## src/atx_map.vh

```
// constants for the arinc 429 word transmitter
`ifndef ATX_MAP_VH
`define ATX_MAP_VH
// ************************************************************
// opcodes
// ************************************************************
`define ATX_OP_DIV 8'h07
`define ATX_OP_LOAD 8'h0E
`define ATX_OP_CTRL 8'h10
`define ATX_OP_CLEAR 8'h11
`define ATX_OP_SEND 8'h12
// ************************************************************
// control register fields, control and divider reset values
// ************************************************************
`define ATX_CR_DIVSEL 1
`define ATX_CR_PAREN 3
`define ATX_CR_PARSEL 9
`define ATX_CR_RATE 10
`define ATX_CR_ORDER 11
`define ATX_CR_DRVOFF 12
`define ATX_CR_AUTO 13
`define ATX_CR_FLAGSEL 14
`define ATX_CR_RESET 16'h0000
`define ATX_DIV_RESET 8'h01
// ************************************************************
// timing counts in reference ticks, and the fifo half-full level in words
// ************************************************************
`define ATX_HALF_FAST 8'h05
`define ATX_HALF_SLOW 8'h28
`define ATX_GAP_FAST 9'h028
`define ATX_GAP_SLOW 9'h140
`define ATX_HALF_LEVEL 16
`endif

```

## src/atx_transmitter.v

```verilog
// arinc 429 word transmitter: fifo, framer, reference divider, line states
`timescale 1ns/1ps
`include "atx_map.vh"
module atx_transmitter #(
	parameter DEPTH = 32,
	parameter AW = 5
)(
	input wire clk,
	input wire resetn,
	input wire master_reset_pin,
	input wire aclk_in,
	input wire cmd_valid,
	input wire [7:0] cmd_opcode,
	input wire [31:0] cmd_data,
	input wire cs_rise,
	output reg line_out_a,
	output reg line_out_b,
	output reg fifo_flag_pin,
	output reg fifo_empty_flag,
	output reg fifo_half_flag,
	output reg fifo_full_flag,
	output reg [15:0] ctrl_q
);
	// ************************************************************
	// helpers
	// ************************************************************
	// spi order to arinc order; arinc bit n sits at index n-1
	function [31:0] map_word;
		input [31:0] w;
		input keep;
		integer i;
		begin
			map_word = w;
			if (!keep)
				for (i = 0; i < 8; i = i + 1)
					map_word[i] = w[7 - i];
		end
	endfunction
	function [31:0] add_parity;
		input [31:0] w;
		input en;
		input even;
		begin
			add_parity = w;
			if (en)
				add_parity[31] = ~(^w[30:0]) ^ even;
		end
	endfunction
	// ************************************************************
	// pin synchronisers: reset pin and reference clock
	// ************************************************************
	reg [2:0] mr_q;
	reg [2:0] ak_q;
	wire mr_on = mr_q[1] & mr_q[2];
	wire ak_rise = ak_q[1] & ~ak_q[2];
	always @(posedge clk or negedge resetn)
	begin
		if (!resetn)
		begin
			mr_q <= 3'h0;
			ak_q <= 3'h0;
		end
		else
		begin
			mr_q <= {mr_q[1:0], master_reset_pin};
			ak_q <= {ak_q[1:0], aclk_in};
		end
	end
	// ************************************************************
	// control and divider registers, untouched by master reset
	// ************************************************************
	reg [7:0] div_q;
	always @(posedge clk or negedge resetn)
	begin
		if (!resetn)
		begin
			ctrl_q <= `ATX_CR_RESET;
			div_q <= `ATX_DIV_RESET;
		end
		else if (cmd_valid)
		begin
			if (cmd_opcode == `ATX_OP_CTRL)
				ctrl_q <= cmd_data[15:0];
			if (cmd_opcode == `ATX_OP_DIV)
				div_q <= cmd_data[7:0];
		end
	end
	// ************************************************************
	// 1 mhz tick from the reference edge, optionally divided
	// ************************************************************
	reg [7:0] dcnt_q;
	reg tick_q;
	always @(posedge clk or negedge resetn)
	begin
		if (!resetn)
		begin
			dcnt_q <= 8'h00;
			tick_q <= 1'b0;
		end
		else
		begin
			tick_q <= 1'b0;
			if (ak_rise)
			begin
				if (!ctrl_q[`ATX_CR_DIVSEL])
					tick_q <= 1'b1;
				else if (dcnt_q + 8'h01 >= div_q)
				begin
					dcnt_q <= 8'h00;
					tick_q <= 1'b1;
				end
				else
					dcnt_q <= dcnt_q + 8'h01;
			end
		end
	end
	// ************************************************************
	// transmit fifo
	// ************************************************************
	reg [31:0] mem [0:DEPTH-1];
	reg [AW-1:0] wr_q;
	reg [AW-1:0] rd_q;
	reg [AW:0] cnt_q;
	wire clear = mr_on | (cmd_valid & (cmd_opcode == `ATX_OP_CLEAR));
	wire full = (cnt_q == DEPTH);
	wire push = cmd_valid & (cmd_opcode == `ATX_OP_LOAD) & ~full;
	reg pop;
	// load lands at the next free slot; clear beats everything
	always @(posedge clk or negedge resetn)
	begin
		if (!resetn)
		begin
			wr_q <= {AW{1'b0}};
			rd_q <= {AW{1'b0}};
			cnt_q <= {(AW+1){1'b0}};
		end
		else if (clear)
		begin
			wr_q <= {AW{1'b0}};
			rd_q <= {AW{1'b0}};
			cnt_q <= {(AW+1){1'b0}};
		end
		else
		begin
			if (push)
				wr_q <= wr_q + 1'b1;
			if (pop)
				rd_q <= rd_q + 1'b1;
			if (push & ~pop)
				cnt_q <= cnt_q + 1'b1;
			else if (pop & ~push)
				cnt_q <= cnt_q - 1'b1;
		end
	end
	always @(posedge clk)
	begin
		if (push)
			mem[wr_q] <= map_word(cmd_data, ctrl_q[`ATX_CR_ORDER]);
	end
	// ************************************************************
	// transmit enable: auto after a load's cs rise, or opcode 0x12 with auto off
	// ************************************************************
	reg run_q;
	reg loaded_q;
	reg busy_q;
	always @(posedge clk or negedge resetn)
	begin
		if (!resetn)
		begin
			run_q <= 1'b0;
			loaded_q <= 1'b0;
		end
		else if (mr_on)
		begin
			run_q <= 1'b0;
			loaded_q <= 1'b0;
		end
		else
		begin
			if (push)
				loaded_q <= 1'b1;
			else if (cs_rise)
				loaded_q <= 1'b0;
			if (cs_rise & (loaded_q | push) & ctrl_q[`ATX_CR_AUTO])
				run_q <= 1'b1;
			else if (cmd_valid & (cmd_opcode == `ATX_OP_SEND)
				& ~ctrl_q[`ATX_CR_AUTO])
				run_q <= 1'b1;
			else if (cnt_q == 0 && !busy_q && !push)
				run_q <= 1'b0;
		end
	end
	// ************************************************************
	// framer: 32 bits of data half then null half, then word gap
	// ************************************************************
	localparam ST_IDLE = 2'd0;
	localparam ST_DATA = 2'd1;
	localparam ST_NULL = 2'd2;
	localparam ST_GAP = 2'd3;
	reg [1:0] st_q;
	reg [31:0] sh_q;
	reg [4:0] bit_q;
	reg [8:0] tcnt_q;
	wire slow = ctrl_q[`ATX_CR_RATE];
	wire [8:0] half = slow ? {1'b0, `ATX_HALF_SLOW} : {1'b0, `ATX_HALF_FAST};
	wire [8:0] gap = slow ? `ATX_GAP_SLOW : `ATX_GAP_FAST;
	wire tdone = tick_q & (tcnt_q == 9'h001);
	always @*
		pop = (st_q == ST_IDLE) & run_q & (cnt_q != 0) & ~clear;
	always @(posedge clk or negedge resetn)
	begin
		if (!resetn)
		begin
			st_q <= ST_IDLE;
			sh_q <= 32'h00000000;
			bit_q <= 5'h00;
			tcnt_q <= 9'h000;
			busy_q <= 1'b0;
		end
		else if (mr_on)
		begin
			st_q <= ST_IDLE;
			busy_q <= 1'b0;
		end
		else
		begin
			if (tick_q && tcnt_q != 0)
				tcnt_q <= tcnt_q - 9'h001;
			case (st_q)
			ST_IDLE:
				if (pop)
				begin
					// label first: arinc bit 1 leaves first
					sh_q <= add_parity(mem[rd_q], ctrl_q[`ATX_CR_PAREN],
						ctrl_q[`ATX_CR_PARSEL]);
					bit_q <= 5'h00;
					tcnt_q <= half;
					busy_q <= 1'b1;
					st_q <= ST_DATA;
				end
			ST_DATA:
				if (tdone)
				begin
					tcnt_q <= half;
					st_q <= ST_NULL;
				end
			ST_NULL:
				if (tdone)
				begin
					sh_q <= {1'b0, sh_q[31:1]};
					bit_q <= bit_q + 5'h01;
					tcnt_q <= (bit_q == 5'h1F) ? gap : half;
					st_q <= (bit_q == 5'h1F) ? ST_GAP : ST_DATA;
				end
			ST_GAP:
				if (tdone)
				begin
					busy_q <= 1'b0;
					st_q <= ST_IDLE;
				end
			default:
				st_q <= ST_IDLE;
			endcase
		end
	end
	// ************************************************************
	// registered outputs: line states and flags
	// ************************************************************
	always @(posedge clk or negedge resetn)
	begin
		if (!resetn)
		begin
			line_out_a <= 1'b0;
			line_out_b <= 1'b0;
			fifo_empty_flag <= 1'b0;
			fifo_half_flag <= 1'b0;
			fifo_full_flag <= 1'b0;
			fifo_flag_pin <= 1'b0;
		end
		else
		begin
			// a=1,b=0 one; a=0,b=1 zero; both low null
			if (st_q == ST_DATA && !ctrl_q[`ATX_CR_DRVOFF] && !mr_on)
			begin
				line_out_a <= sh_q[0];
				line_out_b <= ~sh_q[0];
			end
			else
			begin
				line_out_a <= 1'b0;
				line_out_b <= 1'b0;
			end
			// master reset clears the flags outright
			fifo_empty_flag <= ~mr_on & (cnt_q == 0) & ~busy_q;
			fifo_half_flag <= ~mr_on & (cnt_q >= `ATX_HALF_LEVEL);
			fifo_full_flag <= ~mr_on & full;
			fifo_flag_pin <= ~mr_on & (ctrl_q[`ATX_CR_FLAGSEL] ? full
				: ((cnt_q == 0) & ~busy_q));
		end
	end
endmodule

```

## config.mk

```make
export PLATFORM = sky130hd
export DESIGN_NAME = atx_transmitter
export DESIGN_NICKNAME = d
export VERILOG_FILES = /design/src/atx_transmitter.v
export VERILOG_INCLUDE_DIRS = /design/src
export SDC_FILE = /design/constraint.sdc
export NUM_CORES = 1
export LEC_CHECK = 0
export BUFFER_PORTS_ARGS = -buffer_cell sky130_fd_sc_hd__buf_2
export CAP_MARGIN = 20
export CORE_ASPECT_RATIO = 1.4
export CORE_MARGIN = 2
export CORE_UTILIZATION = 56
export DETAILED_ROUTE_END_ITERATION = 16
export GPL_TIMING_DRIVEN = 0
export PLACE_DENSITY = 0.73
export SYNTH_ARGS = -nofsm -noshare
export SYNTH_HDL_FRONTEND = slang
export SYNTH_SLANG_ARGS = --single-unit
```

## constraint.sdc

```tcl
create_clock -name clk -period 3.4 [get_ports clk]
set_input_delay 0.68 -clock clk [delete_from_list [all_inputs] [get_ports clk]]
set_output_delay 0.68 -clock clk [all_outputs]
set_load 0.03 [all_outputs]
```

==> impl_summary.log, run 1 <==
INFO  metric result_of_the_run = complete, but fails checks
INFO  metric avgRoutedWirePerCell = 32.6 um
INFO  metric holdCritStartpoint = aclk_in
INFO  metric power.total = 27.3 mW
INFO  metric grt_pass1_wl = about 170 mm
INFO  metric grt_antenna_before_repair = 5
INFO  metric clk_path_buf_depth = 3
INFO  metric switching_share = 20.0%
INFO  metric comb_power_share = approximately 1.8%
INFO  metric yosys_warnings = 0
INFO  metric asyncSetResetFlopFracSynth = about a tenth
INFO  metric detail_route.first_pass.iterations = 5
INFO  metric timing.max_slew.rel_slack = 31.4%
INFO  metric clkTransAtPathRegs = 0.06 ns
INFO  metric route.vias.total = 24.4k
INFO  metric timing.hold.ws = 0.111 ns
INFO  metric groute.usage.overall = 29.4%
INFO  metric period_minus_slack = ~3.4 ns
INFO  metric synth.avg_cell_area = 19.4 um2
INFO  metric cts-root-buf = clkbuf_16
INFO  metric dieHeight = about 340 um
INFO  metric yosysSeqAreaShare = 74.8%
INFO  metric detailedPlace.worstSlack = -1.34 ns
INFO  metric floorplan.io_pins = slightly below 70
INFO  metric regToRegStartpoint = rd_q[0]
INFO  metric peak_clock_frequency_supported_by_timing = 294 MHz
INFO  metric antenna_left = 0
INFO  metric worst_ir_drop_vdd = 0.447 mV
INFO  metric port_buffers = 67
INFO  metric numCtsBuffers = 102
INFO  metric net-switching-power = around 5.4 mW
INFO  metric fin_nets = 2640
INFO  metric tritoncts_clock_tree = yes
INFO  metric routed_wl = roughly 120 mm
INFO  metric worst_endpoint_data_arrival_time = 3.96 ns
INFO  metric fin_tns_setup = -0.00565 ns
INFO  metric vias_per_cell = 6.58
INFO  metric coreArea = between 70000 and 80000 um2
INFO  metric tritoncts_num_sinks = ~1.1k
INFO  metric layout-drive-gt1-share = 31.2%
INFO  metric cell_leakage_power = 17.2 nW
INFO  metric finalHoldViolCount = 0
INFO  metric synth.cell_area = ~45000 um2
INFO  metric synth.distinct_cells = 51
INFO  metric synth_ff_type = edfxtp_1
INFO  metric dieWidth = approximately 240 um
INFO  metric grt_remaining_overflow = 0
INFO  metric seqPwrFrac = approximately 56%
INFO  metric place_congestion = 0.873
INFO  metric dr.first_iter.drc_count = 3045
INFO  metric crit_path_end_kind = flip-flop
INFO  metric p_int = 21.8 mW
INFO  metric worst_skew_pair.late_latency = 0.69 ns
INFO  metric layout_common_cells = edfxtp_1 (1024), mux4_2 (198), mux2_2 (113)
INFO  metric violations = negative setup slack
INFO  metric hold-path-cell-count = 1
INFO  metric startpoint_type = flip-flop
INFO  metric pwr-share-clk = 42.0%
INFO  metric rsz0062_at_grt = yes
INFO  metric worst_slew_pin_slew = around 1.0 ns
INFO  metric critical_path_peak_fanout = 8
INFO  metric synth_edf_count = 1024
INFO  metric via_count_of_the_first_global_routing_pass = 25.1k
INFO  metric fin_crit_sh = 100%
INFO  metric ys_ff_latch = 1136
INFO  metric row_count = 122
INFO  metric total_nets_after_synthesis = 2388
INFO  metric crit-reg2reg-capture = sh_q[31]
INFO  metric cts_htree_levels = 3
INFO  metric regToRegSetupSlack = -0.006 ns
INFO  metric timing.critical_path.required = 3.96 ns
INFO  metric finalClockSkew = 0.0308 ns
INFO  metric layout.cells.most_common = edfxtp_1
INFO  metric sink_of_the_worst_hold_path = ak_q[0]
INFO  metric grt_max_degree = 66
INFO  metric maxCapViolCount = 0
INFO  metric setup_ws = -0.00565 ns
INFO  metric dp.final_hpwl = 74.5 mm
INFO  metric p_per_cell_area = 523 nW/um2
INFO  metric report.final.setup_viol = 1
INFO  metric fillers = 4975
INFO  metric area_growth_syn_to_layout = 16.4%
INFO  metric criticalPathCategory = reg2reg
INFO  metric initial_utilization = roughly 57%
INFO  metric holdCritPathClass = in2reg
INFO  metric synthCells = between 2k and 2.5k
INFO  metric worst-r2r-cell-count = 14
INFO  metric dieArea = 82400 um2
INFO  metric route.detailed.drc = 0
INFO  metric slew_viol_final = 0
## power by group through the flow
stage / logic, mW / registers (mW) / clock network [mW]
after floorplan: 0.166 / 15.6 / 0
after global placement: 0.452 / 15.6 / 0
after detailed placement: 0.493 / 15.6 / 0
after CTS: 0.495 / 15.3 / 11.5
after global routing: 0.551 / 15.3 / 12.1
final: 0.500 / 15.3 / 11.5
## kinds of logic (layout without fill, tap and decap cells)
logic type	count (synthesis)	count (layout)	share of synthesized area, %
mux	391	391	14.6
buf+inv	148	481	1.55
compound gates	286	286	4.39
xor+xnor	50	50	0.977
other cells	0	1	0
flops	1136	1136	74.8
fa+ha+maj	26	26	0.742
simple gates	279	279	2.94
## synthesized netlist by cell type, types with 3 or more instances
| cell type | count | share of area [%] |
|---|---|---|
| edfxtp_1 | 1024 | 69 |
| mux4_2 | 198 | 9.9 |
| mux2_2 | 114 | 2.9 |
| dfrtp_1 | 111 | 6.2 |
| nor2_1 | 93 | 0.78 |
| o22ai_1 | 93 | 1.3 |
| mux2i_1 | 79 | 1.8 |
| nand2_1 | 78 | 0.65 |
| o21ai_0 | 62 | 0.69 |
| clkbuf_1 | 60 | 0.50 |
| a211oi_1 | 41 | 0.69 |
| xnor2_1 | 37 | 0.72 |
| o221a_2 | 30 | 0.75 |
| buf_2 | 27 | 0.30 |
| ha_1 | 25 | 0.70 |
| nor2b_1 | 25 | 0.35 |
| inv_1 | 24 | 0.20 |
| a21oi_1 | 20 | 0.22 |
| nand2b_1 | 17 | 0.24 |
| buf_1 | 16 | 0.13 |
| buf_4 | 14 | 0.23 |
| xor2_1 | 13 | 0.25 |
| nand3_1 | 12 | 0.13 |
| a221oi_1 | 11 | 0.21 |
| nor3_1 | 10 | 0.11 |
| a21o_1 | 9 | 0.15 |
| nand3b_1 | 9 | 0.15 |
| or3_1 | 9 | 0.13 |
| buf_6 | 7 | 0.18 |
| and3_1 | 5 | 0.070 |
| o31ai_1 | 4 | 0.067 |
| or2_2 | 4 | 0.056 |
| a22o_1 | 3 | 0.059 |
| a32o_1 | 3 | 0.067 |
| and2_1 | 3 | 0.042 |
| nand4_1 | 3 | 0.042 |
| nor3b_1 | 3 | 0.050 |
| o21bai_1 | 3 | 0.050 |
| or3b_2 | 3 | 0.059 |
## worst max-delay path: stages, from the launching register on
cell	delay (ns)
dfrtp_1	0.39
buf_12	0.17
buf_16	0.19
buf_16	0.16
mux4_2	0.50
mux2i_1	0.20
mux2i_1	0.14
o21ai_2	0.30
xor2_1	0.22
xnor2_1	0.15
xnor2_1	0.19
xnor2_1	0.19
xnor2_1	0.15
nand2_1	0.07
a32o_1	0.25
## repair_timing
action                                   CTS  global route
pin swaps                                 12            16
hold buffers                               0             0
hold endpoints to repair                   0             0
buffers inserted                          33            10
endpoints found under the setup margin  1009           240
gates resized for setup                  228            76
gates cloned                               2             2
## area by class of cell
cell class | instances | area (um2) | share of cell area (%)
multi-input combinational | 1032 | 11200 | 21.4
clock buffer | 137 | 2760 | 5.29
buffer | 123 | 1220 | 2.34
inverter | 24 | 90.1 | 0.173
clock inverter | 48 | 508 | 0.973
sequential | 1136 | 33600 | 64.3
tap | 1054 | 1320 | 2.53
timing repair buffer | 149 | 1590 | 3.04
antenna | 1 | 2.50 | 0.00479
## worst max path at each step
stage	start	cells after the start	to
after floorplan	cmd_opcode[5]	6	mem[28][0]
after global placement	cmd_opcode[5]	7	mem[29][13]
after detailed placement	cmd_opcode[5]	8	mem[28][3]
after CTS	rd_q[0]	13	sh_q[31]
after global routing	rd_q[0]	15	sh_q[31]
final	rd_q[0]	14	sh_q[31]
## stage by stage
stage               instance area, um2  cells  utilization (%)
finish                           52200   3704             65.9
global route                     52200   3704             65.9
floorplan                        44800   2316                -
CTS                              51800   3691             65.4
global placement                 46500   3437             58.7
detailed placement               47500   3472             59.9
## state kept, by name, indices dropped and copies added (netlist names), 2 cells and up
register  count
ak_q          3
bit_q         5
cnt_q         6
ctrl_q       16
dcnt_q        8
div_q         8
mem        1024
mr_q          3
rd_q          5
sh_q         32
st_q          2
tcnt_q        9
wr_q          5
## routing by layer
metal	GRT usage [%]	up-vias	wire length [um]
met5	0	-	22
met4	17.5	4	7480
met3	4.58	369	10200
met2	50.2	1523	62000
met1	35.5	12600	41200
li1	-	9893	-
Power figures use the tool's default switching activity.
==> run 2: changes to the inputs <==
--- a/config.mk
+++ b/config.mk
@@ -13,7 +13,8 @@
 export CORE_UTILIZATION = 56
 export DETAILED_ROUTE_END_ITERATION = 16
 export GPL_TIMING_DRIVEN = 0
-export PLACE_DENSITY = 0.73
+export PLACE_DENSITY = 0.83
+export SKIP_LAST_GASP = 1
 export SYNTH_ARGS = -nofsm -noshare
 export SYNTH_HDL_FRONTEND = slang
 export SYNTH_SLANG_ARGS = --single-unit
==> impl_summary.log, run 2 (synthesized netlist as in run 1, its figures left out) <==
INFO  metric floorplan.io_pins = 68
INFO  metric routed_wl = 133 mm
INFO  metric via_count_of_the_first_global_routing_pass = 26.2k
INFO  metric cell_leakage_power = approximately 17 nW
INFO  metric coreArea = 79200 um2
INFO  metric critical_path.most_common_cell = xnor2_1
INFO  metric grt_antenna_before_repair = 8
INFO  metric timing.max_slew.rel_slack = a little over a third
INFO  metric critical_path_peak_fanout = 10
INFO  metric crit_path_max_incr_delay = 0.51 ns
INFO  metric worstPathBufferInverterCount = 2
INFO  metric maxCapViolCount = 0
INFO  metric criticalPathCategory = reg2reg
INFO  metric row_count = 122
INFO  metric seqPwrFrac = 57.1%
INFO  metric p_int = 21.3 mW
INFO  metric detail_route.first_pass.iterations = 5
INFO  metric highest_metal_layer_used_by_the_detailed_router = met5
INFO  metric cts-root-buf = clkbuf_16
INFO  metric layout.cells.non_filler = approximately 3.7k
INFO  metric fin_nets = 2613
INFO  metric startpoint_type = flip-flop
INFO  metric placed_cells = 3472
INFO  metric grt_pass1_wl = 184 mm
INFO  metric dieArea = 82400 um2
INFO  metric dieHeight = ~340 um
INFO  metric report.final.setup_viol = 1
INFO  metric crit_path_end_kind = flip-flop
INFO  metric critPathTopFamily = XOR/XNOR gates
INFO  metric postPlaceCellArea = 47500 um2
INFO  metric route.vias.total = 25.9k
INFO  metric regToRegSetupSlack = -0.20 ns
INFO  metric port_buffers = 67
INFO  metric layout_common_cells = edfxtp_1 (1024), mux4_2 (198), dfrtp_1 (110)
INFO  metric result_of_the_run = complete, but fails checks
INFO  metric worst_endpoint_data_arrival_time = 4.17 ns
INFO  metric flip_flop_count_of_the_largest_register_all_copies_and_words_added = 1024
INFO  metric finalClockSkew = roughly 0.035 ns
INFO  metric wl_met1 = between 30 and 40 mm
INFO  metric place_congestion = roughly 0.94
INFO  metric net-switching-power = about 5.5 mW
INFO  metric dieWidth = ~240 um
INFO  metric area_growth_syn_to_layout = 15.9%
INFO  metric initial_utilization = 56.6%
INFO  metric slew_viol_final = 0
INFO  metric groute.usage.overall = 31.6%
INFO  metric route.met3.wl = 15.9 mm
INFO  metric setup_ws = -0.196 ns
INFO  metric crit_chain = buf_4 -> buf_4 -> mux4_2 -> o22ai_1 -> nor2_2 -> o221a_2 -> xor2_1 -> xnor2_1 -> xnor2_1 -> xnor2_1 -> xnor2_1 -> nand2_1 -> a32o_1
INFO  metric antenna_left = 0
INFO  metric timing.critical_path.required = 3.97 ns
INFO  metric period_minus_slack = 3.60 ns
INFO  metric worst_skew_pair.late_latency = 0.70 ns
INFO  metric clkTransAtPathRegs = 0.08 ns
INFO  metric avgRoutedWirePerCell = 36.2 um
INFO  metric comb_power_share = 1.9%
INFO  metric layout-drive-gt1-share = 31.6%
INFO  metric tritoncts_clock_tree = yes
INFO  metric peak_clock_frequency_supported_by_timing = between 200 and 300 MHz
INFO  metric worst_ir_drop_vdd = 0.348 mV
INFO  metric top_regs = mem x1024, sh_q x32, ctrl_q x16
INFO  metric critical-path-slowest-cell = dfrtp_2
INFO  metric dp.final_hpwl = 75.6 mm
INFO  metric clk_path_buf_depth = 3
INFO  metric grt_max_degree = 65
INFO  metric timing.hold.ws = between 0.04 and 0.05 ns
INFO  metric rsz0062_at_grt = yes
INFO  metric top_reg_by_flops = mem
INFO  metric final_area = 51900 um2
INFO  metric pwr-share-clk = 41.0%
INFO  metric detailedPlace.worstSlack = -1.34 ns
INFO  metric layout.cells.most_common = edfxtp_1
INFO  metric grt_remaining_overflow = 0
INFO  metric worst_slew_pin_slew = 0.967 ns
INFO  metric holdCritPathClass = in2async
INFO  metric p_per_cell_area = 516 nW/um2
INFO  metric route.met2.wl = 65.1 mm
INFO  metric vias_per_cell = 7.06
INFO  metric dr.first_iter.drc_count = 3946
INFO  metric numCtsBuffers = 96
INFO  metric cts_htree_levels = 3
INFO  metric violations = negative setup slack
INFO  metric tritoncts_num_sinks = 1136
INFO  metric finalHoldViolCount = 0
INFO  metric fin_crit_sh = 106%
INFO  metric route.detailed.drc = 0
INFO  metric switching_share = 20.6%
==> run 2: cell count changes in the layout (fill, tap and decap cells not counted), sizes merged, moves of 2 or more <==
cell,delta
buf,-21
clkbuf,-17
clkinv,+3
clkinvlp,+3
bufinv,-2
diode,+2
==> run 2: metal layers <==
layer | vias to the layer above | global-route usage, %
met5 | - | 0
met4 | 8 | 24.3
li1 | 9822 | -
met2 | 2515 | 51.9
met3 | 656 | 7.44
met1 | 12900 | 35.8
==> run 2: area by class of cell <==
type	count	area, um2
clock buffers	119	2540
plain buffers	123	1170
flip-flops and latches	1136	33600
multi-input cells	1032	11400
clock inverters	53	490
repair buffers	128	1410
inverters	24	90.1
diodes	3	7.51
fillers	4633	27300
well taps	1054	1320
==> run 2: per-stage QoR <==
stage               power (mW)  util [%]  TNS [ns]
finish                    26.8      65.6    -0.196
global route              27.3      65.6    -0.146
CTS                       26.7      64.9  -0.00367
detailed placement        16.1      59.9   -983.93
global placement          16.1      58.7  -2718.73
floorplan                 15.8         -   -225.65
==> run 2: path summary, 6_finish.rpt <==
check	start	end	cells after the start
setup / recovery	rd_q[1]	sh_q[31]	13
hold / removal	resetn	wr_q[0]	1
setup reg to reg	rd_q[1]	sh_q[31]	13
hold reg to reg	mr_q[0]	mr_q[1]	0
max in group asynchronous	resetn	div_q[0]	2
min in group clk	aclk_in	ak_q[0]	1
==> run 2: power groups by stage <==
stage | clock, mW | sequential (mW) | combinational, mW
after floorplan | 0 | 15.6 | 0.166
after global placement | 0 | 15.6 | 0.448
after detailed placement | 0 | 15.6 | 0.490
after CTS | 10.9 | 15.3 | 0.494
after global routing | 11.4 | 15.3 | 0.550
final | 11.0 | 15.3 | 0.509
==> run 2: repair_timing <==
item | CTS | global route
pin swaps | 13 | 15
hold buffers | 0 | 0
endpoints found under the setup margin | 1000 | 32
resized for setup | 223 | 106
gates cloned | 1 | 3
setup buffers | 16 | 6
